File: src/cct_pkg.sv
/*
 * Shared constants and types of the capture/compare timer core.
 * Assumes an AXI4-Lite register bus with 32-bit data, one register a word.
 */
package cct_pkg;

	// Counter, prescaler and bus widths.
	localparam int CNT_W = 16;
	localparam int PRE_W = 8;
	localparam int LEG_W = 3;
	localparam int ADDR_W = 8;
	localparam int PA_W = 6;

	// Register indices; the byte address is four times the index.
	localparam logic [5:0] IDX_MODE = 6'h00;
	localparam logic [5:0] IDX_FORCE = 6'h01;
	localparam logic [5:0] IDX_CNT_HI = 6'h04;
	localparam logic [5:0] IDX_CNT_LO = 6'h05;
	localparam logic [5:0] IDX_CTRL1 = 6'h06;
	localparam logic [5:0] IDX_TOGGLE = 6'h07;
	localparam logic [5:0] IDX_ACTION = 6'h09;
	localparam logic [5:0] IDX_EDGE = 6'h0B;
	localparam logic [5:0] IDX_CTRL2 = 6'h0D;
	localparam logic [5:0] IDX_CHFLAG = 6'h0E;
	localparam logic [5:0] IDX_OVFLAG = 6'h0F;
	localparam logic [5:0] IDX_CHVAL = 6'h10;
	localparam logic [5:0] IDX_PRECISE = 6'h2E;

	// Bit positions in the control and overflow flag registers.
	localparam int BIT_EN = 7;
	localparam int BIT_STOPWAIT = 6;
	localparam int BIT_STOPFRZ = 5;
	localparam int BIT_FASTCLR = 4;
	localparam int BIT_PRECSEL = 3;
	localparam int BIT_OVFLAG = 7;

	// Counter limit and output action codes.
	localparam logic [15:0] CNT_MAX = 16'hFFFF;
	localparam logic [1:0] ACT_NONE = 2'h0;
	localparam logic [1:0] ACT_TOGGLE = 2'h1;
	localparam logic [1:0] ACT_LOW = 2'h2;
	localparam logic [1:0] ACT_HIGH = 2'h3;

	// Bus response codes.
	localparam logic [1:0] RESP_OKAY = 2'h0;
	localparam logic [1:0] RESP_SLVERR = 2'h2;

	// Global control bits of the timer.
	typedef struct packed {
		logic en;
		logic stopWait;
		logic stopFreeze;
		logic fastClr;
		logic precSel;
	} cct_ctrl_type;

endpackage : cct_pkg

File: src/cct_core.sv
/*
 * Control core of a 16-bit capture/compare timer with AXI4-Lite registers.
 * Assumes wait, freeze and test mode levels come from the same clock and
 * channel pins come from outside, so they are synchronised here.
 */
// What this block does
// - Mode bit chooses capture or compare
// - Missing channel bits ignore writes, read zero
// - Force register always reads zero
// - Force runs compare pin action, no flag
// - Force beats same-cycle match, flag stays clear
// - Sixteen-bit up counter on prescaled ticks
// - Counter writable only in test mode
// - First period after counter write may differ
// - Enable clear stops whole timer
// - No pulse accumulator tick while inactive
// - Stop-in-wait halts timer and accumulator
// - Stop-in-freeze halts counter only
// - Fast clear by channel value access
// - Fast clear overflow flag by counter access
// - Precision bit chooses legacy or precise divider
// - Precision bit accepts one write only
// - Overflow toggles pin of compare channels
// - Overflow toggle beats forced compare
// - Legacy code divides by one to 128
// - New factor waits for zero stages
// - Action code: none, toggle, low, high
// - Write one clears flag while enabled
`timescale 1ns/1ns
module cct_core
	import cct_pkg::*;
#(
	parameter int NUM_CH = 4
) (
	input wire logic ref_clk,
	input wire logic rst_n,
	input wire logic [ADDR_W-1:0] s_axi_awaddr,
	input wire logic s_axi_awvalid,
	output logic s_axi_awready,
	input wire logic [31:0] s_axi_wdata,
	input wire logic [3:0] s_axi_wstrb,
	input wire logic s_axi_wvalid,
	output logic s_axi_wready,
	output logic [1:0] s_axi_bresp,
	output logic s_axi_bvalid,
	input wire logic s_axi_bready,
	input wire logic [ADDR_W-1:0] s_axi_araddr,
	input wire logic s_axi_arvalid,
	output logic s_axi_arready,
	output logic [31:0] s_axi_rdata,
	output logic [1:0] s_axi_rresp,
	output logic s_axi_rvalid,
	input wire logic s_axi_rready,
	input wire logic waitMode,
	input wire logic freezeMode,
	input wire logic testMode,
	input wire logic [NUM_CH-1:0] chPinIn,
	output logic [NUM_CH-1:0] chPinOut,
	output logic [NUM_CH-1:0] chPinOe,
	output logic paTick
);

	// Word index of a byte address.
	function automatic logic [5:0] regIndex(input logic [ADDR_W-1:0] a);
		return a[7:2];
	endfunction : regIndex

	// True for the even index that holds a channel value.
	function automatic logic isChVal(input logic [5:0] idx);
		return (idx >= IDX_CHVAL) && (idx < 6'(IDX_CHVAL + 2 * NUM_CH))
			&& !idx[0];
	endfunction : isChVal

	// Channel number addressed by a channel value index.
	function automatic logic [1:0] chOf(input logic [5:0] idx);
		return 2'(6'(idx - IDX_CHVAL) >> 1);
	endfunction : chOf

	logic rstMeta_n;
	logic rstSync_n;
	logic [NUM_CH-1:0] pinMeta_q;
	logic [NUM_CH-1:0] pinSync_q;
	logic [NUM_CH-1:0] pinPrev_q;
	logic [NUM_CH-1:0] mode_q;
	logic [NUM_CH-1:0] toggle_q;
	logic [2*NUM_CH-1:0] action_q;
	logic [2*NUM_CH-1:0] edge_q;
	logic [LEG_W-1:0] legacy_q;
	logic [PRE_W-1:0] precise_q;
	cct_ctrl_type ctrl_q;
	logic precDone_q;
	logic [NUM_CH-1:0] chFlag_q;
	logic ovFlag_q;
	logic [CNT_W-1:0] cnt_q;
	logic [CNT_W-1:0] chVal_q [NUM_CH];
	logic [NUM_CH-1:0] pinOut_q;
	logic bValid_q;
	logic [1:0] bResp_q;
	logic rValid_q;
	logic [1:0] rResp_q;
	logic [31:0] rData_q;
	logic [31:0] rdData;
	logic wrFire;
	logic rdFire;
	logic [5:0] wrIdx;
	logic [5:0] rdIdx;
	logic wrLo;
	logic wrHi;
	logic [7:0] wb;
	logic active;
	logic cntRun;
	logic preTick;
	logic cntTick;
	logic cntWrite;
	logic [CNT_W-1:0] cntNext;
	logic wrap;
	logic [NUM_CH-1:0] forceHit;
	logic [NUM_CH-1:0] match;
	logic [NUM_CH-1:0] capture;
	logic [NUM_CH-1:0] chClr;
	logic cntAccess;

	// Reset is released through two flip-flops.
	always_ff @(posedge ref_clk or negedge rst_n) begin
		if (!rst_n) begin
			rstMeta_n <= 1'b0;
			rstSync_n <= 1'b0;
		end else begin
			rstMeta_n <= 1'b1;
			rstSync_n <= rstMeta_n;
		end
	end

	// Channel pins pass two flip-flops; the third stage finds edges.
	always_ff @(posedge ref_clk or negedge rstSync_n) begin
		if (!rstSync_n) begin
			pinMeta_q <= '0;
			pinSync_q <= '0;
			pinPrev_q <= '0;
		end else begin
			pinMeta_q <= chPinIn;
			pinSync_q <= pinMeta_q;
			pinPrev_q <= pinSync_q;
		end
	end

	// Write channel takes address and data together, one at a time.
	assign wrFire = s_axi_awvalid && s_axi_wvalid && !bValid_q;
	assign s_axi_awready = wrFire;
	assign s_axi_wready = wrFire;
	assign wrIdx = regIndex(s_axi_awaddr);
	assign wrLo = wrFire && s_axi_wstrb[0];
	assign wrHi = wrFire && s_axi_wstrb[1];
	assign wb = s_axi_wdata[7:0];
	assign rdFire = s_axi_arvalid && !rValid_q;
	assign s_axi_arready = !rValid_q;
	assign rdIdx = regIndex(s_axi_araddr);

	// Plain read/write configuration registers; the per-channel ones sized to the channels.
	always_ff @(posedge ref_clk or negedge rstSync_n) begin
		if (!rstSync_n) begin
			mode_q <= '0;
			toggle_q <= '0;
			action_q <= '0;
			edge_q <= '0;
			legacy_q <= '0;
			precise_q <= '0;
		end else if (wrLo) begin
			case (wrIdx)
				IDX_MODE: mode_q <= wb[NUM_CH-1:0];
				IDX_TOGGLE: toggle_q <= wb[NUM_CH-1:0];
				IDX_ACTION: action_q <= wb[2*NUM_CH-1:0];
				IDX_EDGE: edge_q <= wb[2*NUM_CH-1:0];
				IDX_CTRL2: legacy_q <= wb[LEG_W-1:0];
				IDX_PRECISE: precise_q <= wb;
				default: ;
			endcase
		end
	end

	// Global control; the precision bit is taken from the first write only.
	always_ff @(posedge ref_clk or negedge rstSync_n) begin
		if (!rstSync_n) begin
			ctrl_q <= '0;
			precDone_q <= 1'b0;
		end else if (wrLo && wrIdx == IDX_CTRL1) begin
			ctrl_q.en <= wb[BIT_EN];
			ctrl_q.stopWait <= wb[BIT_STOPWAIT];
			ctrl_q.stopFreeze <= wb[BIT_STOPFRZ];
			ctrl_q.fastClr <= wb[BIT_FASTCLR];
			precDone_q <= 1'b1;
			if (!precDone_q) begin
				ctrl_q.precSel <= wb[BIT_PRECSEL];
			end
		end
	end

	// Run conditions: wait stops everything, freeze only the counter.
	assign active = ctrl_q.en && !(waitMode && ctrl_q.stopWait);
	assign cntRun = active && !(freezeMode && ctrl_q.stopFreeze);
	assign cntTick = preTick && cntRun;
	assign cntNext = CNT_W'(cnt_q + 1'b1);
	assign wrap = cntTick && !cntWrite && (cnt_q == CNT_MAX);
	assign cntWrite = testMode && (wrLo || wrHi)
		&& (wrIdx == IDX_CNT_HI || wrIdx == IDX_CNT_LO);

	cct_prescaler #(
		.PRE_WIDTH(PRE_W)
	) u_prescaler (
		.ref_clk(ref_clk),
		.rstSync_n(rstSync_n),
		.run(active),
		.precSel(ctrl_q.precSel),
		.legacyCode(legacy_q),
		.preciseDiv(precise_q),
		.tick(preTick),
		.paTick(paTick)
	);

	// Counter counts on ticks; test mode writes bypass the prescaler phase.
	always_ff @(posedge ref_clk or negedge rstSync_n) begin
		if (!rstSync_n) begin
			cnt_q <= '0;
		end else if (cntWrite) begin
			if (wrIdx == IDX_CNT_HI) begin
				cnt_q[15:8] <= wb;
			end else begin
				cnt_q[7:0] <= wb;
			end
		end else if (cntTick) begin
			cnt_q <= cntNext;
		end
	end

	// Channel events and pin actions, one copy per channel.
	genvar ch;
	generate
		for (ch = 0; ch < NUM_CH; ch++) begin : g_ch
			logic rise;
			logic fall;
			logic [1:0] act;
			assign rise = pinSync_q[ch] && !pinPrev_q[ch];
			assign fall = !pinSync_q[ch] && pinPrev_q[ch];
			assign act = action_q[2*ch+:2];
			assign forceHit[ch] = wrLo && wrIdx == IDX_FORCE
				&& wb[ch] && mode_q[ch];
			assign match[ch] = cntTick && mode_q[ch]
				&& cntNext == chVal_q[ch];
			assign capture[ch] = !mode_q[ch] && active
				&& ((edge_q[2*ch] && rise)
				|| (edge_q[2*ch+1] && fall));
			assign chClr[ch] = (wrLo && wrIdx == IDX_CHFLAG
				&& ctrl_q.en && wb[ch])
				|| (ctrl_q.fastClr && rdFire && isChVal(rdIdx)
				&& chOf(rdIdx) == ch && !mode_q[ch])
				|| (ctrl_q.fastClr && wrFire && isChVal(wrIdx)
				&& chOf(wrIdx) == ch && mode_q[ch]);
			assign chPinOe[ch] = mode_q[ch]
				&& (act != ACT_NONE || toggle_q[ch]);

			// Capture stores the counter; software may load a compare value.
			always_ff @(posedge ref_clk or negedge rstSync_n) begin
				if (!rstSync_n) begin
					chVal_q[ch] <= '0;
				end else if (capture[ch]) begin
					chVal_q[ch] <= cnt_q;
				end else if (isChVal(wrIdx) && chOf(wrIdx) == ch) begin
					if (wrLo) begin
						chVal_q[ch][7:0] <= wb;
					end
					if (wrHi) begin
						chVal_q[ch][15:8] <= s_axi_wdata[15:8];
					end
				end
			end

			// Flag set beats clear; a forced compare sets nothing.
			always_ff @(posedge ref_clk or negedge rstSync_n) begin
				if (!rstSync_n) begin
					chFlag_q[ch] <= 1'b0;
				end else if ((match[ch] && !forceHit[ch]) || capture[ch]) begin
					chFlag_q[ch] <= 1'b1;
				end else if (chClr[ch]) begin
					chFlag_q[ch] <= 1'b0;
				end
			end

			// Overflow toggle first, then force or match runs the action.
			always_ff @(posedge ref_clk or negedge rstSync_n) begin
				if (!rstSync_n) begin
					pinOut_q[ch] <= 1'b0;
				end else if (wrap && toggle_q[ch] && mode_q[ch]) begin
					pinOut_q[ch] <= !pinOut_q[ch];
				end else if (forceHit[ch] || match[ch]) begin
					case (act)
						ACT_TOGGLE: pinOut_q[ch] <= !pinOut_q[ch];
						ACT_LOW: pinOut_q[ch] <= 1'b0;
						ACT_HIGH: pinOut_q[ch] <= 1'b1;
						default: ;
					endcase
				end
			end
		end
	endgenerate

	assign chPinOut = pinOut_q;

	// Overflow flag; any counter access clears it under fast clearing.
	assign cntAccess = ctrl_q.fastClr
		&& ((rdFire && (rdIdx == IDX_CNT_HI || rdIdx == IDX_CNT_LO))
		|| (wrFire && (wrIdx == IDX_CNT_HI || wrIdx == IDX_CNT_LO)));
	always_ff @(posedge ref_clk or negedge rstSync_n) begin
		if (!rstSync_n) begin
			ovFlag_q <= 1'b0;
		end else if (wrap) begin
			ovFlag_q <= 1'b1;
		end else if (cntAccess) begin
			ovFlag_q <= 1'b0;
		end else if (wrLo && wrIdx == IDX_OVFLAG && ctrl_q.en
			&& wb[BIT_OVFLAG]) begin
			ovFlag_q <= 1'b0;
		end
	end

	// Read multiplexer; absent channel bits are zero-extended.
	always_comb begin
		rdData = '0;
		case (rdIdx)
			IDX_MODE: rdData = 32'(mode_q);
			IDX_FORCE: rdData = '0;
			IDX_CNT_HI: rdData = 32'(cnt_q[15:8]);
			IDX_CNT_LO: rdData = 32'(cnt_q[7:0]);
			IDX_CTRL1: rdData = 32'({ctrl_q, 3'h0});
			IDX_TOGGLE: rdData = 32'(toggle_q);
			IDX_ACTION: rdData = 32'(action_q);
			IDX_EDGE: rdData = 32'(edge_q);
			IDX_CTRL2: rdData = 32'(legacy_q);
			IDX_CHFLAG: rdData = 32'(chFlag_q);
			IDX_OVFLAG: rdData = 32'({ovFlag_q, 7'h00});
			IDX_PRECISE: rdData = 32'(precise_q);
			default: begin
				if (isChVal(rdIdx)) begin
					rdData = 32'(chVal_q[chOf(rdIdx)]);
				end
			end
		endcase
	end

	// Known register indices; anything else answers with an error.
	function automatic logic isMapped(input logic [5:0] idx);
		return idx == IDX_MODE || idx == IDX_FORCE || idx == IDX_CNT_HI
			|| idx == IDX_CNT_LO || idx == IDX_CTRL1 || idx == IDX_TOGGLE
			|| idx == IDX_ACTION || idx == IDX_EDGE || idx == IDX_CTRL2
			|| idx == IDX_CHFLAG || idx == IDX_OVFLAG
			|| idx == IDX_PRECISE || isChVal(idx);
	endfunction : isMapped

	// Write response stands until the master takes it.
	always_ff @(posedge ref_clk or negedge rstSync_n) begin
		if (!rstSync_n) begin
			bValid_q <= 1'b0;
			bResp_q <= RESP_OKAY;
		end else if (wrFire) begin
			bValid_q <= 1'b1;
			bResp_q <= isMapped(wrIdx) ? RESP_OKAY : RESP_SLVERR;
		end else if (s_axi_bready) begin
			bValid_q <= 1'b0;
		end
	end

	// Read data stands until the master takes it.
	always_ff @(posedge ref_clk or negedge rstSync_n) begin
		if (!rstSync_n) begin
			rValid_q <= 1'b0;
			rResp_q <= RESP_OKAY;
			rData_q <= '0;
		end else if (rdFire) begin
			rValid_q <= 1'b1;
			rResp_q <= isMapped(rdIdx) ? RESP_OKAY : RESP_SLVERR;
			rData_q <= rdData;
		end else if (s_axi_rready) begin
			rValid_q <= 1'b0;
		end
	end

	assign s_axi_bvalid = bValid_q;
	assign s_axi_bresp = bResp_q;
	assign s_axi_rvalid = rValid_q;
	assign s_axi_rresp = rResp_q;
	assign s_axi_rdata = rData_q;
endmodule : cct_core

File: src/cct_prescaler.sv
/*
 * Timer prescaler: divides the bus clock for the main counter and makes
 * the divide-by-64 tick for the pulse accumulator.
 * Assumes run comes from logic on the same clock.
 */
`timescale 1ns/1ns
module cct_prescaler
	import cct_pkg::*;
#(
	parameter int PRE_WIDTH = PRE_W
) (
	input wire logic ref_clk,
	input wire logic rstSync_n,
	input wire logic run,
	input wire logic precSel,
	input wire logic [LEG_W-1:0] legacyCode,
	input wire logic [PRE_WIDTH-1:0] preciseDiv,
	output logic tick,
	output logic paTick
);

	logic [PRE_WIDTH-1:0] stage_q;
	logic [PRE_WIDTH-1:0] active_q;
	logic [PRE_WIDTH-1:0] request;
	logic [PA_W-1:0] pa_q;

	// Divide factor: power of two in legacy mode, value plus one otherwise.
	always_comb begin
		if (precSel) begin
			request = preciseDiv;
		end else begin
			request = PRE_WIDTH'((1 << legacyCode) - 1);
		end
	end

	assign tick = run && (stage_q == active_q);

	// A new factor is loaded only as the stages return to zero.
	always_ff @(posedge ref_clk or negedge rstSync_n) begin
		if (!rstSync_n) begin
			stage_q <= '0;
			active_q <= '0;
		end else if (tick) begin
			stage_q <= '0;
			active_q <= request;
		end else if (run) begin
			stage_q <= PRE_WIDTH'(stage_q + 1'b1);
		end
	end

	// Pulse accumulator clock exists only while the timer is active.
	always_ff @(posedge ref_clk or negedge rstSync_n) begin
		if (!rstSync_n) begin
			pa_q <= '0;
		end else if (run) begin
			pa_q <= PA_W'(pa_q + 1'b1);
		end
	end

	assign paTick = run && (&pa_q);

endmodule : cct_prescaler

File: config.mk
export PLATFORM = sky130hd
export DESIGN_NAME = cct_core
export DESIGN_NICKNAME = d
export VERILOG_FILES = /design/src/cct_pkg.sv /design/src/cct_core.sv /design/src/cct_prescaler.sv
export SDC_FILE = /design/constraint.sdc
export NUM_CORES = 1
export LEC_CHECK = 0
export BUFFER_PORTS_ARGS = -buffer_cell sky130_fd_sc_hd__buf_2
export CORE_AREA = 2 2 171 173
export CTS_CLUSTER_SIZE = 14
export DETAILED_ROUTE_END_ITERATION = 6
export DIE_AREA = 0 0 173 175
export GPL_ROUTABILITY_DRIVEN = 0
export SYNTH_ARGS = -nofsm -noshare
export SYNTH_HDL_FRONTEND = slang
export SYNTH_SLANG_ARGS = --single-unit
File: constraint.sdc
create_clock -name ref_clk -period 9.6 [get_ports ref_clk]
set_clock_uncertainty 0.15 [all_clocks]
set_input_delay 0.48 -clock ref_clk [delete_from_list [all_inputs] [get_ports ref_clk]]
set_output_delay 0.48 -clock ref_clk [all_outputs]
set_load 0.02 [all_outputs]
### Word level (Yosys, flattened, before mapping)

Cells that the tools add are included.

* flip-flop bits (word level): 204
* input bits: 66
* output and inout bits: 50

* $add $sub $neg: 6
* order comparisons: 5
* eq/ne operators: 48
* shift operators: 1
* muxes and demuxes: 51
* bitwise gates (word level): 2
* reduce and logical (&&, ||, !) cells: 252

Operators with widths (count)
* $mux W16: 13
* $pmux W16 S12: 1
* $logic_and A1 B1 Y1: 114
* $eq A16 B16 Y1: 4
* $eq A6 B4 Y1 const B: 10
* $mux W8: 7
* $reduce_bool A2 Y1: 28
* $logic_or A1 B1 Y1: 52
* $eq A6 B3 Y1 const B: 8
* $reduce_and A2 Y1: 21
* $bmux W16 S2: 1
* $logic_not A1 Y1: 27
* $eq A2 B2 Y1 const B: 12
* $mux W1: 23
* $add A16 B1 Y16 const B: 1
* $eq A16 B16 Y1 const B: 1
* $reduce_bool A4 Y1: 4
* $eq A2 B1 Y1 const B: 6
* $eq A6 B1 Y1 const B: 2
* $eq A6 B6 Y1 const B: 2
* $ge A6 B5 Y1 const B: 2
* $logic_not A6 Y1: 2
* $lt A6 B5 Y1 const B: 2
* $pmux W1 S3: 4
* other kinds (15): 18

### Depth between registers and ports, before layout

Gate-level depths: netlist (run 1).

* depth after elaboration: 14
* gate-level depth with buffers: 11
* depth with buffers taken out: 10

### Hierarchy

From an unflattened synthesis (run 1), not the netlist that was laid out.

* cells, all modules: 1210
* area, all modules: 11569.8 um2

Modules (own cells, without submodules)
* cct_core: times used 1, cells each 1095, area an instance 10375.0 um2, sequential area each 4103.9 um2
* cct_prescaler: times used 1, cells each 115, area an instance 1194.9 um2, sequential area each 550.5 um2

### Least setup slack after synthesis (run 1)

Ideal clock, no wire load.

* kind: input port to flip-flop
* from: in waitMode
* to: reg pinOut_q[2] (netlist: chPinOut[2])
* setup time: 131 ps
* arrival: 2930 ps
* required time: 9319 ps
* path slack: 6389 ps
* cell stages on the path: 9
* buffers on the path: 1
* cell sequence: nand2_1 > nand2_2 > or4_1 > buf_2 > or3b_1 > a2111o_1 > or4b_1 > mux2i_1 > or3_1

* cells in the longest elaborated chain, start to end: 11

RTL lines
* from (decl): line cct_core.sv:54 `input wire logic waitMode,`
* $logic_and A1 B1 Y1 *: line cct_core.sv:199 `assign active = ctrl_q.en && !(waitMode && ctrl_q.stopWait);`
* $logic_not A1 Y1 *: line cct_core.sv:199
* $logic_and A1 B1 Y1 *: line cct_core.sv:199
* $logic_and A1 B1 Y1, on equally long branches: line cct_prescaler.sv:36, cct_core.sv:200
* $logic_and A1 B1 Y1 *: line cct_core.sv:201 `assign cntTick = preTick && cntRun;`
* $logic_and A1 B1 Y1 (2 in a row): line cct_core.sv:203 `assign wrap = cntTick && !cntWrite && (cnt_q == CNT_MAX);`
* $logic_and A1 B1 Y1 (2 in a row): line cct_core.sv:292 `end else if (wrap && toggle_q[ch] && mode_q[ch]) begin`
* $reduce_bool A4 Y1 (no source line) / $reduce_bool A2 Y1 (equally long branches)
* $reduce_and A2 Y1 (no source line)
* to (signal, indexed assignment): line cct_core.sv:293 `pinOut_q[ch] <= !pinOut_q[ch];`
* to (signal, indexed assignment): line cct_core.sv:296 `ACT_TOGGLE: pinOut_q[ch] <= !pinOut_q[ch];`
* to (decl): line cct_core.sv:96 `logic [NUM_CH-1:0] pinOut_q;`

Every way passes the cells marked *; elsewhere a longest branch is shown, timed or not.
A chain may end at the register's enable or synchronous reset.

### Worst setup path in the final report (run 1)

* from: reg cnt_q[0]
* to: reg pinOut_q[3] (netlist: chPinOut[3])

* cells in the longest elaborated chain, start to end: 6

RTL lines
* from (decl): line cct_core.sv:94 `logic [CNT_W-1:0] cnt_q;`
* from (signal assigned): line cct_core.sv:228 `cnt_q[7:0] <= wb;`
* from (signal assigned): line cct_core.sv:231 `cnt_q <= cntNext;`
* $add A16 B1 Y16 / $eq A16 B16 Y1 (equally long branches): line cct_core.sv:202, cct_core.sv:203
* $eq A16 B16 Y1 / $logic_and A1 B1 Y1 (equally long branches): line cct_core.sv:248, cct_core.sv:203
* $logic_and A1 B1 Y1, on equally long branches: line cct_core.sv:248, cct_core.sv:292
* $logic_or A1 B1 Y1 / $logic_and A1 B1 Y1 (equally long branches): line cct_core.sv:294, cct_core.sv:292
* $reduce_bool A2 Y1 (no source line) / $reduce_bool A4 Y1 (equally long branches)
* $reduce_and A2 Y1 (no source line)

Several ways; a longest one is shown, not always the timed one.

==> results of run 1 <==
## worst paths after layout
path | endpoint | slack, ps | depth (start not counted)
worst max-delay path | chPinOut[3] | 5060 | 9
worst min-delay path | s_axi_bvalid | 50 | 2
worst max register to register | chPinOut[3] | 5060 | 9
worst min register to register | legacy_q[2] | 140 | 0
max in group asynchronous | chVal_q[17] | 7870 | 1
min in group asynchronous | legacy_q[2] | 140 | 0
## area by class of cell
cell class / count / area (um2)
Fill cell: 2764 / 15800
Multi-Input combinational cell: 908 / 6190
Clock inverter: 14 / 169
Tap cell: 384 / 480
Inverter: 25 / 93.8
Sequential cell: 186 / 4660
Timing Repair Buffer: 95 / 551
Clock buffer: 18 / 439
## sequential cells by signal, summed over array words and instances, names as in the netlist, 6 cells and up
register              flops
u_prescaler.stage_q       8
precise_q                 8
chVal_q                  64
edge_q                    8
cnt_q                    16
u_prescaler.active_q      8
s_axi_rdata              16
u_prescaler.pa_q          6
action_q                  8
## metrics by stage
step           worst slack [ps]  hold slack, ps
2_1_floorplan              3880            34.4
3_3_place_gp               5090             117
3_5_place_dp               5100             115
4_1_cts                    5080            35.9
5_1_grt                    4820            42.0
6_report                   5060            47.6
## logic make-up after synthesis
group / Yosys count / synth area share [%]
AOI/OAI and AO/OA: 257 / 13.7
buffers and inverters: 125 / 4.90
and+or+nand+nor: 395 / 17.2
muxes: 138 / 14.5
xor gates and xnor gates: 89 / 7.27
adders and majority gates: 10 / 1.11
other: 2 / 0.0665
DFF: 186 / 41.2
## layer usage
metal  vias up  track usage [%]  routed length (um)
li1       4337                -                   -
met1      4618             34.1               16000
met2       369             35.6               15900
met3        62             5.40                2620
met4         6             7.52                 902
met5         -                0                  35
## cells in the mapped netlist, types with 5 or more instances
cell / instances
and2_1: 10
a22o_1: 11
nor4_1: 13
a31oi_1: 27
mux2i_1: 83
nor3_1: 24
xnor2_1: 56
a21oi_1: 52
clkbuf_1: 70
a22oi_1: 9
buf_2: 7
xor2_1: 30
nand3_1: 38
nand2_1: 138
o21ai_0: 110
nand3b_1: 5
mux2_2: 38
mux4_2: 17
buf_4: 20
or3_1: 5
and3_1: 11
nor2_1: 79
dfrtp_1: 186
and4_1: 5
nor3b_1: 7
nand2b_1: 10
nor2b_1: 8
ha_1: 10
a221oi_1: 6
inv_1: 24
nand4_1: 24
## worst max-delay path, stage by stage, from the launching register on
cell       delay (ps)
dfrtp_1           690
ha_1              360
nand3_1           290
nor3_1            660
mux2i_1           360
nand4_1           130
a2111oi_0         880
a31oi_1           390
or4_1             490
nand3_1            80
## power by group
part	leakage (uW)	internal (uW)	switching [uW]	total (uW)
Sequential	0.00247	832	70.1	902
Combinational	0.00257	115	172	287
Clock	0.000294	361	375	736
Total	0.00534	1310	618	1930
## what timing repair did
item,in CTS,in global routing
setup buffers,0,0
hold buffers,5,0
hold endpoints to repair,6,0
==> results_tabular.tex, run 1 <==
\begin{tabular}{lr}
\hline
Metric & Value \\
\hline
\multicolumn{2}{l}{\textbf{Run status}} \\
\quad Status & finished, final reports clean \\
\multicolumn{2}{l}{\textbf{Logic synthesis}} \\
\quad Share of synthesized flip-flops with an asynchronous set or reset & 100\% \\
\quad Post-Synthesis Cells & 1,202 \\
\quad Yosys top cell area share & about two fifths \\
\quad Mean post-synth cell area & 9.39 um2 \\
\quad Number of flops mapped to enable cells by yosys & 0 \\
\quad Count of synthesis-stage warnings from yosys & 0 \\
\quad Number of distinct library cells after synthesis & 68 \\
\quad Cell area after synthesis & 11,300 um2 \\
\quad Sequential fraction of the synthesis area & 41.2\% \\
\quad Library cell occupying the most area in the post-synthesis netlist & dfrtp\_1 \\
\quad Dominant register cell in the synthesized netlist & dfrtp\_1 \\
\quad Flip-flop and latch count after synthesis & about 190 \\
\quad Main area contributors after synthesis & dfrtp\_1 41\%, mux2i\_1 7.4\%, o21ai\_0 4.9\% \\
\multicolumn{2}{l}{\textbf{Placed design}} \\
\quad Total of buffers placed on input and output ports & 75 \\
\quad Area after detailed placement & 11,900 um2 \\
\quad Count of placed standard cells including taps & 1,592 \\
\quad Dpl hpwl & $\sim$25 mm \\
\multicolumn{2}{l}{\textbf{Job}} \\
\quad Count of maximum capacitance violations & 0 \\
\multicolumn{2}{l}{\textbf{Hold path}} \\
\quad Worst Hold Class & in2reg \\
\quad Hold Startpoint & s\_axi\_bready \\
\multicolumn{2}{l}{\textbf{Clock tree}} \\
\quad Clk sinks & 186 \\
\quad Clock tree from TritonCTS & yes \\
\quad Maximum buffer depth of the clock tree & 2 \\
\quad Worst-Skew Late Latency & 460 ps \\
\quad Clock transition at the register clock pins on the worst setup and hold paths after CTS & $\sim$80 ps \\
\quad Buffer cell driving the clock tree root & clkbuf\_16 \\
\quad CTS-repair resized insts & 0 \\
\quad Number of buffers added by the clock tree synthesis step & 17 \\
\quad Number of levels in the clock H-tree & 4 \\
\multicolumn{2}{l}{\textbf{Power}} \\
\quad Final Power & 1930 uW \\
\quad Worst IR drop on VDD & 0.000118 V \\
\quad Power per cell area & 153 nW/um2 \\
\quad Standby leakage power & 0.00534 uW \\
\multicolumn{2}{l}{\textbf{Worst setup path}} \\
\quad CP arrival & 4770 ps \\
\quad Highest fanout seen on the critical path & 15 \\
\quad Type of element launching the critical path & flip-flop \\
\quad Startpoint of the worst setup timing path & cnt\_q[0] \\
\quad CP Data Required Time & 9840 ps \\
\quad Kind of end point of the critical path & flip-flop \\
\quad Critical register-to-register path startpoint & cnt\_q[0] \\
\quad Critical path class & reg2reg \\
\multicolumn{2}{l}{\textbf{Timing}} \\
\quad Headroom to the max-slew limit & 24.7\% \\
\quad Unrepaired setup endpoints after global routing & no \\
\quad Pin slew with the least headroom to its limit & 1120 ps \\
\quad Number of failing setup endpoints in the final timing report & 0 \\
\quad Max Transition Viols Final & 0 \\
\quad Final worst-path cycle share & 47.3\% \\
\quad Final worst path period need & 4540 ps \\
\quad Final hold violation count & 0 \\
\quad Setup tns final & 0 ps \\
\quad Highest clock frequency the design can meet & 220 MHz \\
\multicolumn{2}{l}{\textbf{Layout}} \\
\quad Most common cell after layout, fill and taps aside & dfrtp\_1 \\
\quad Post-route cell area & around 13,000 um2 \\
\quad Final standard cell count with taps included and fillers excluded & 1,630 \\
\quad Layout cells sized above 1 & approximately 15\% \\
\quad Area growth from synthesis to layout & 11.4\% \\
\quad Count of inserted antenna diode cells & 0 \\
\quad Nets@finish & 1,309 \\
\quad Final standard cell utilization of the core & 44.3\% \\
\quad Commonest cells after routing, fill and taps aside & 185 x dfrtp\_1, 138 x nand2\_1, 110 x o21ai\_0 \\
\multicolumn{2}{l}{\textbf{Die}} \\
\quad Area inside the core boundary & 28,400 um2 \\
\quad Initial Util & 39.8\% \\
\quad Die area & 30,300 um2 \\
\quad FP Rows & 62 \\
\quad Y dimension of the die & 175 um \\
\quad Die X & 173 um \\
\quad Top-level port count & 116 \\
\multicolumn{2}{l}{\textbf{Route}} \\
\quad Routed WL per cell & 21.7 um \\
\quad Number of vias in the routed layout & 9,392 \\
\quad Routed vias/inst & 5.76 \\
\quad Final routed wirelength across all metal layers & 35.4 mm \\
\quad Count of routing violations after the opening detailed-route iteration & 976 \\
\quad Antenna-violating nets left & 0 \\
\quad Total DRC errors in the routed layout & 0 \\
\quad Number of search-and-repair iterations in the first detailed-routing pass & 5 \\
\multicolumn{2}{l}{\textbf{Global route}} \\
\quad Global-route wire length before repair & 54.7 mm \\
\quad Initial antenna violation count & 3 \\
\quad Largest net degree at the start of global routing & 151 \\
\quad GRT Resource Usage Total & 23.7\% \\
\quad Aggregate global routing overflow & 0 \\
\quad Via count of the first global-routing pass & 8,896 \\
\hline
\end{tabular}
No activity file was read; power rests on OpenSTA's default activity.
==> run 2: changes to the inputs <==
- ABC_AREA: default -> 1
- CORE_AREA: 2 2 171 173 -> 2 2 174 176
- DIE_AREA: 0 0 173 175 -> 0 0 176 178
- clock period: 9.6 -> 4.45 ns (I/O delays scaled with it)
==> results_tabular.tex, run 2 <==
\begin{tabular}{lr}
\hline
Metric & Value \\
\hline
\multicolumn{2}{l}{\textbf{Worst setup path}} \\
\quad Critical register-to-register path startpoint & cnt\_q[1] \\
\quad Highest fanout seen on the critical path & 9 (-6) \\
\quad Top delay family on crit path & simple AND/OR/NAND/NOR gates \\
\quad CP Data Required Time & 4650 ps (-5190 ps) \\
\quad Critical-path cell list & ha\_1 > nand2\_2 > nor2\_8 > nand3\_1 > nand3\_1 > nand2\_1 > nor2\_1 > nand2\_1 > nor2\_1 > nand4\_1 > nand3\_1 > nand2\_1 > nand2\_1 > nand2\_1 \\
\quad Library cell appearing most often on the critical path & nand2\_1 \\
\quad Kind of end point of the critical path & flip-flop \\
\quad Buf/Inv on CP & 0 (unchanged) \\
\quad Cell type of the slowest stage on the worst timing path & dfrtp\_1 \\
\quad CP arrival & 3080 ps (-1690 ps) \\
\quad End of the worst register-to-register path & chPinOut[3] \\
\quad CP peak stage delay & 600 ps (-280 ps) \\
\quad Critical path class & reg2reg \\
\quad Worst reg2reg setup slack & 1570 ps (-3490 ps) \\
\quad Type of element launching the critical path & flip-flop \\
\quad R2R cell count & 14 (+5) \\
\multicolumn{2}{l}{\textbf{Die}} \\
\quad FP Rows & 63 (+1.6\%) \\
\quad Top-level port count & 116 (unchanged) \\
\quad Initial Util & 39.8\% (about the same) \\
\quad Die X & 176 um (+1.7\%) \\
\quad Area inside the core boundary & 29,400 um2 (+3.6\%) \\
\quad Die area & 31,300 um2 (+3.5\%) \\
\quad Y dimension of the die & 178 um (+1.7\%) \\
\multicolumn{2}{l}{\textbf{Logic synthesis}} \\
\quad Simple-gate share of the synthesized area & 30.6\% (+13 points) \\
\quad Share of the synthesized netlist area taken by xor and xnor gates & 2.25\% (-5.0 points) \\
\quad Number of distinct library cells after synthesis & 57 (-16\%) \\
\quad Mean post-synth cell area & 7.46 um2 (-21\%) \\
\quad Adder and majority gate portion of the synthesized area & 1.07\% (-0.038 points) \\
\quad Cell types with the highest counts after synthesis & 349 x nand2\_1, 186 x dfrtp\_1, 183 x inv\_1, 160 x nand3\_1, 133 x nor2\_1 \\
\quad Library cell occupying the most area in the post-synthesis netlist & dfrtp\_1 \\
\quad Compound-Gate Fraction of Synth Area & 16.4\% (+2.7 points) \\
\quad Multiplexer share of the synthesized area & 0.0856\% (-14 points) \\
\quad Main area contributors after synthesis & dfrtp\_1 40\%, nand2\_1 11\%, nand3\_1 6.9\% \\
\quad Yosys top cell area share & 39.8\% (-1.4 points) \\
\quad Sequential fraction of the synthesis area & 39.8\% (-1.4 points) \\
\quad Share of synthesized flip-flops with an asynchronous set or reset & 100\% (unchanged) \\
\quad Dominant register cell in the synthesized netlist & dfrtp\_1 \\
\quad Count of synthesis-stage warnings from yosys & 0 (unchanged) \\
\quad Number of flops mapped to enable cells by yosys & 0 (unchanged) \\
\quad Post-Synthesis Cells & 1,566 (+30\%) \\
\quad Flip-flop and latch count after synthesis & 186 (unchanged) \\
\quad Cell area after synthesis & 11,700 um2 (+3.5\%) \\
\quad Most frequently used cell type in the post-synthesis netlist & nand2\_1 \\
\quad Largest family of logic cells by synthesized area & simple AND/OR/NAND/NOR gates \\
\multicolumn{2}{l}{\textbf{Timing}} \\
\quad Worst Hold Margin & 77.7 ps (+30.2 ps) \\
\quad Number of failing setup endpoints in the final timing report & 0 (unchanged) \\
\quad Unrepaired setup endpoints after global routing & no \\
\quad Setup tns final & 0 ps (unchanged) \\
\quad Pin slew with the least headroom to its limit & 1140 ps (+24.6 ps) \\
\quad Final worst path period need & 2880 ps (-1660 ps) \\
\quad Max Transition Viols Final & 0 (unchanged) \\
\quad Final worst-path cycle share & 64.8\% (+17 points) \\
\quad Highest clock frequency the design can meet & 347 MHz (+57\%) \\
\quad Headroom to the max-slew limit & 22.9\% (-1.8 points) \\
\quad Final hold violation count & 0 (unchanged) \\
\multicolumn{2}{l}{\textbf{Layout}} \\
\quad Fillers & 2,986 (+8.0\%) \\
\quad Post-route cell area & 13,200 um2 (+4.6\%) \\
\quad Final standard cell utilization of the core & 44.8\% (+0.45 points) \\
\quad Most common cell after layout, fill and taps aside & nand2\_1 \\
\quad Count of inserted antenna diode cells & 0 (unchanged) \\
\quad Layout cells sized above 1 & 12.4\% (-3.1 points) \\
\quad Nets@finish & 1,731 (+32\%) \\
\quad Commonest cells after routing, fill and taps aside & 349 x nand2\_1, 185 x dfrtp\_1, 183 x inv\_1 \\
\quad Area growth from synthesis to layout & 12.6\% \\
\quad Max reg flops & 64 (unchanged) \\
\quad Largest register by flop count & chVal\_q \\
\multicolumn{2}{l}{\textbf{Clock tree}} \\
\quad Clk sinks & 186 (unchanged) \\
\quad Buffer cell driving the clock tree root & clkbuf\_16 \\
\quad Clock transition at the register clock pins on the worst setup and hold paths after CTS & 80 ps (about the same) \\
\quad Worst-Skew Late Latency & 450 ps (about the same) \\
\quad Number of buffers added by the clock tree synthesis step & 17 (unchanged) \\
\quad CTS-repair resized insts & 0 (unchanged) \\
\quad Number of levels in the clock H-tree & 4 (unchanged) \\
\quad Clock tree from TritonCTS & yes \\
\quad Maximum buffer depth of the clock tree & 2 (unchanged) \\
\multicolumn{2}{l}{\textbf{Route}} \\
\quad Total DRC errors in the routed layout & 0 (unchanged) \\
\quad Routed vias/inst & 5.70 (-1.0\%) \\
\quad Count of routing violations after the opening detailed-route iteration & 1,491 (+53\%) \\
\quad Number of search-and-repair iterations in the first detailed-routing pass & 6 (+1) \\
\quad Final routed wirelength across all metal layers & 41.6 mm (+18\%) \\
\quad Number of vias in the routed layout & 11,700 (+25\%) \\
\quad Antenna-violating nets left & 0 (unchanged) \\
\quad Routed WL per cell & 20.2 um (-6.9\%) \\
\multicolumn{2}{l}{\textbf{Hold path}} \\
\quad Cell count of the worst hold path & 3 (+1) \\
\quad Hold Startpoint & s\_axi\_wdata[7] \\
\quad Endpoint of the worst hold-timing path & ovFlag\_q \\
\quad Worst Hold Class & in2reg \\
\multicolumn{2}{l}{\textbf{Power}} \\
\quad Worst IR drop on VDD & 0.000277 V (+130\%) \\
\quad Standby leakage power & 0.00634 uW (+19\%) \\
\quad Power per cell area & 306 nW/um2 (+100\%) \\
\quad Final Power & 4020 uW (+110\%) \\
\multicolumn{2}{l}{\textbf{Global route}} \\
\quad Initial antenna violation count & 0 (-3) \\
\quad Global-route wire length before repair & 63.4 mm (+16\%) \\
\quad Largest net degree at the start of global routing & 90 (-40\%) \\
\quad Via count of the first global-routing pass & 10,800 (+22\%) \\
\quad Aggregate global routing overflow & 0 (unchanged) \\
\quad GRT Resource Usage Total & 26.9\% (+3.2 points) \\
\multicolumn{2}{l}{\textbf{Run status}} \\
\quad Status & finished, final reports clean \\
\multicolumn{2}{l}{\textbf{Placed design}} \\
\quad Total of buffers placed on input and output ports & 75 (unchanged) \\
\quad Dpl hpwl & 30.6 mm (+22\%) \\
\quad Area after detailed placement & 12,400 um2 (+3.7\%) \\
\multicolumn{2}{l}{\textbf{Job}} \\
\quad Count of maximum capacitance violations & 0 (unchanged) \\
\hline
\end{tabular}
run 2: how the worst max path moves through the flow:
| stage | cells after the start | from | endpoint | slack, ps |
|---|---|---|---|---|
| floorplan | 0 | rstSync_n | action_q[0] | 1230 |
| global placement | 16 | cnt_q[1] | chPinOut[0] | 1640 |
| detailed placement | 16 | cnt_q[1] | chPinOut[2] | 1660 |
| CTS | 16 | cnt_q[1] | chPinOut[2] | 1640 |
| global route | 16 | cnt_q[1] | chPinOut[0] | 1390 |
| finish | 14 | cnt_q[1] | chPinOut[3] | 1570 |
run 2: metal layers:
| layer | part of all wire (%) | global-route usage (%) |
|---|---|---|
| met5 | 0 | 0 |
| met3 | 9.2 | 5.01 |
| met2 | 43 | 41.2 |
| met1 | 44 | 37.7 |
| met4 | 3.7 | 10.8 |
run 2: cell type report:
cell class | count | area [um2] | area share [%]
clock buffer | 18 | 439 | 3.34
inverter | 202 | 758 | 5.76
timing repair buffer | 111 | 716 | 5.44
multi-input combinational | 1137 | 5970 | 45.4
tap | 390 | 488 | 3.71
clock inverter | 14 | 130 | 0.989
sequential | 186 | 4660 | 35.4
run 2: what timing repair did:
| item | CTS | global route |
|---|---|---|
| hold buffers | 23 | 0 |
| buffers inserted | 0 | 0 |
| endpoints found under the hold margin | 56 | 0 |
run 2: metrics by stage:
step	std cells	setup WS, ps
after floorplan	1583	1230
after global placement	2003	1640
after detailed placement	2003	1660
after CTS	2058	1640
after global routing	2058	1390
final	2058	1570
run 2: power by group:
group	leakage [uW]	switching (uW)	internal [uW]
Clock	0.000272	774	755
Combinational	0.00391	388	197
Sequential	0.00216	115	1790
run 2: cell families after synthesis:
family,count (synthesis)
and+or+nand+nor,766
xor gates and xnor gates,25
AOI/OAI and AO/OA,316
adders and majority gates,10
other,2
DFF,186
muxes,1
buffers and inverters,260
run 2: tightest hold or removal path, cell delays in order:
cell and delay (ps):
buf_2 170, nand3_1 100, a31o_2 140
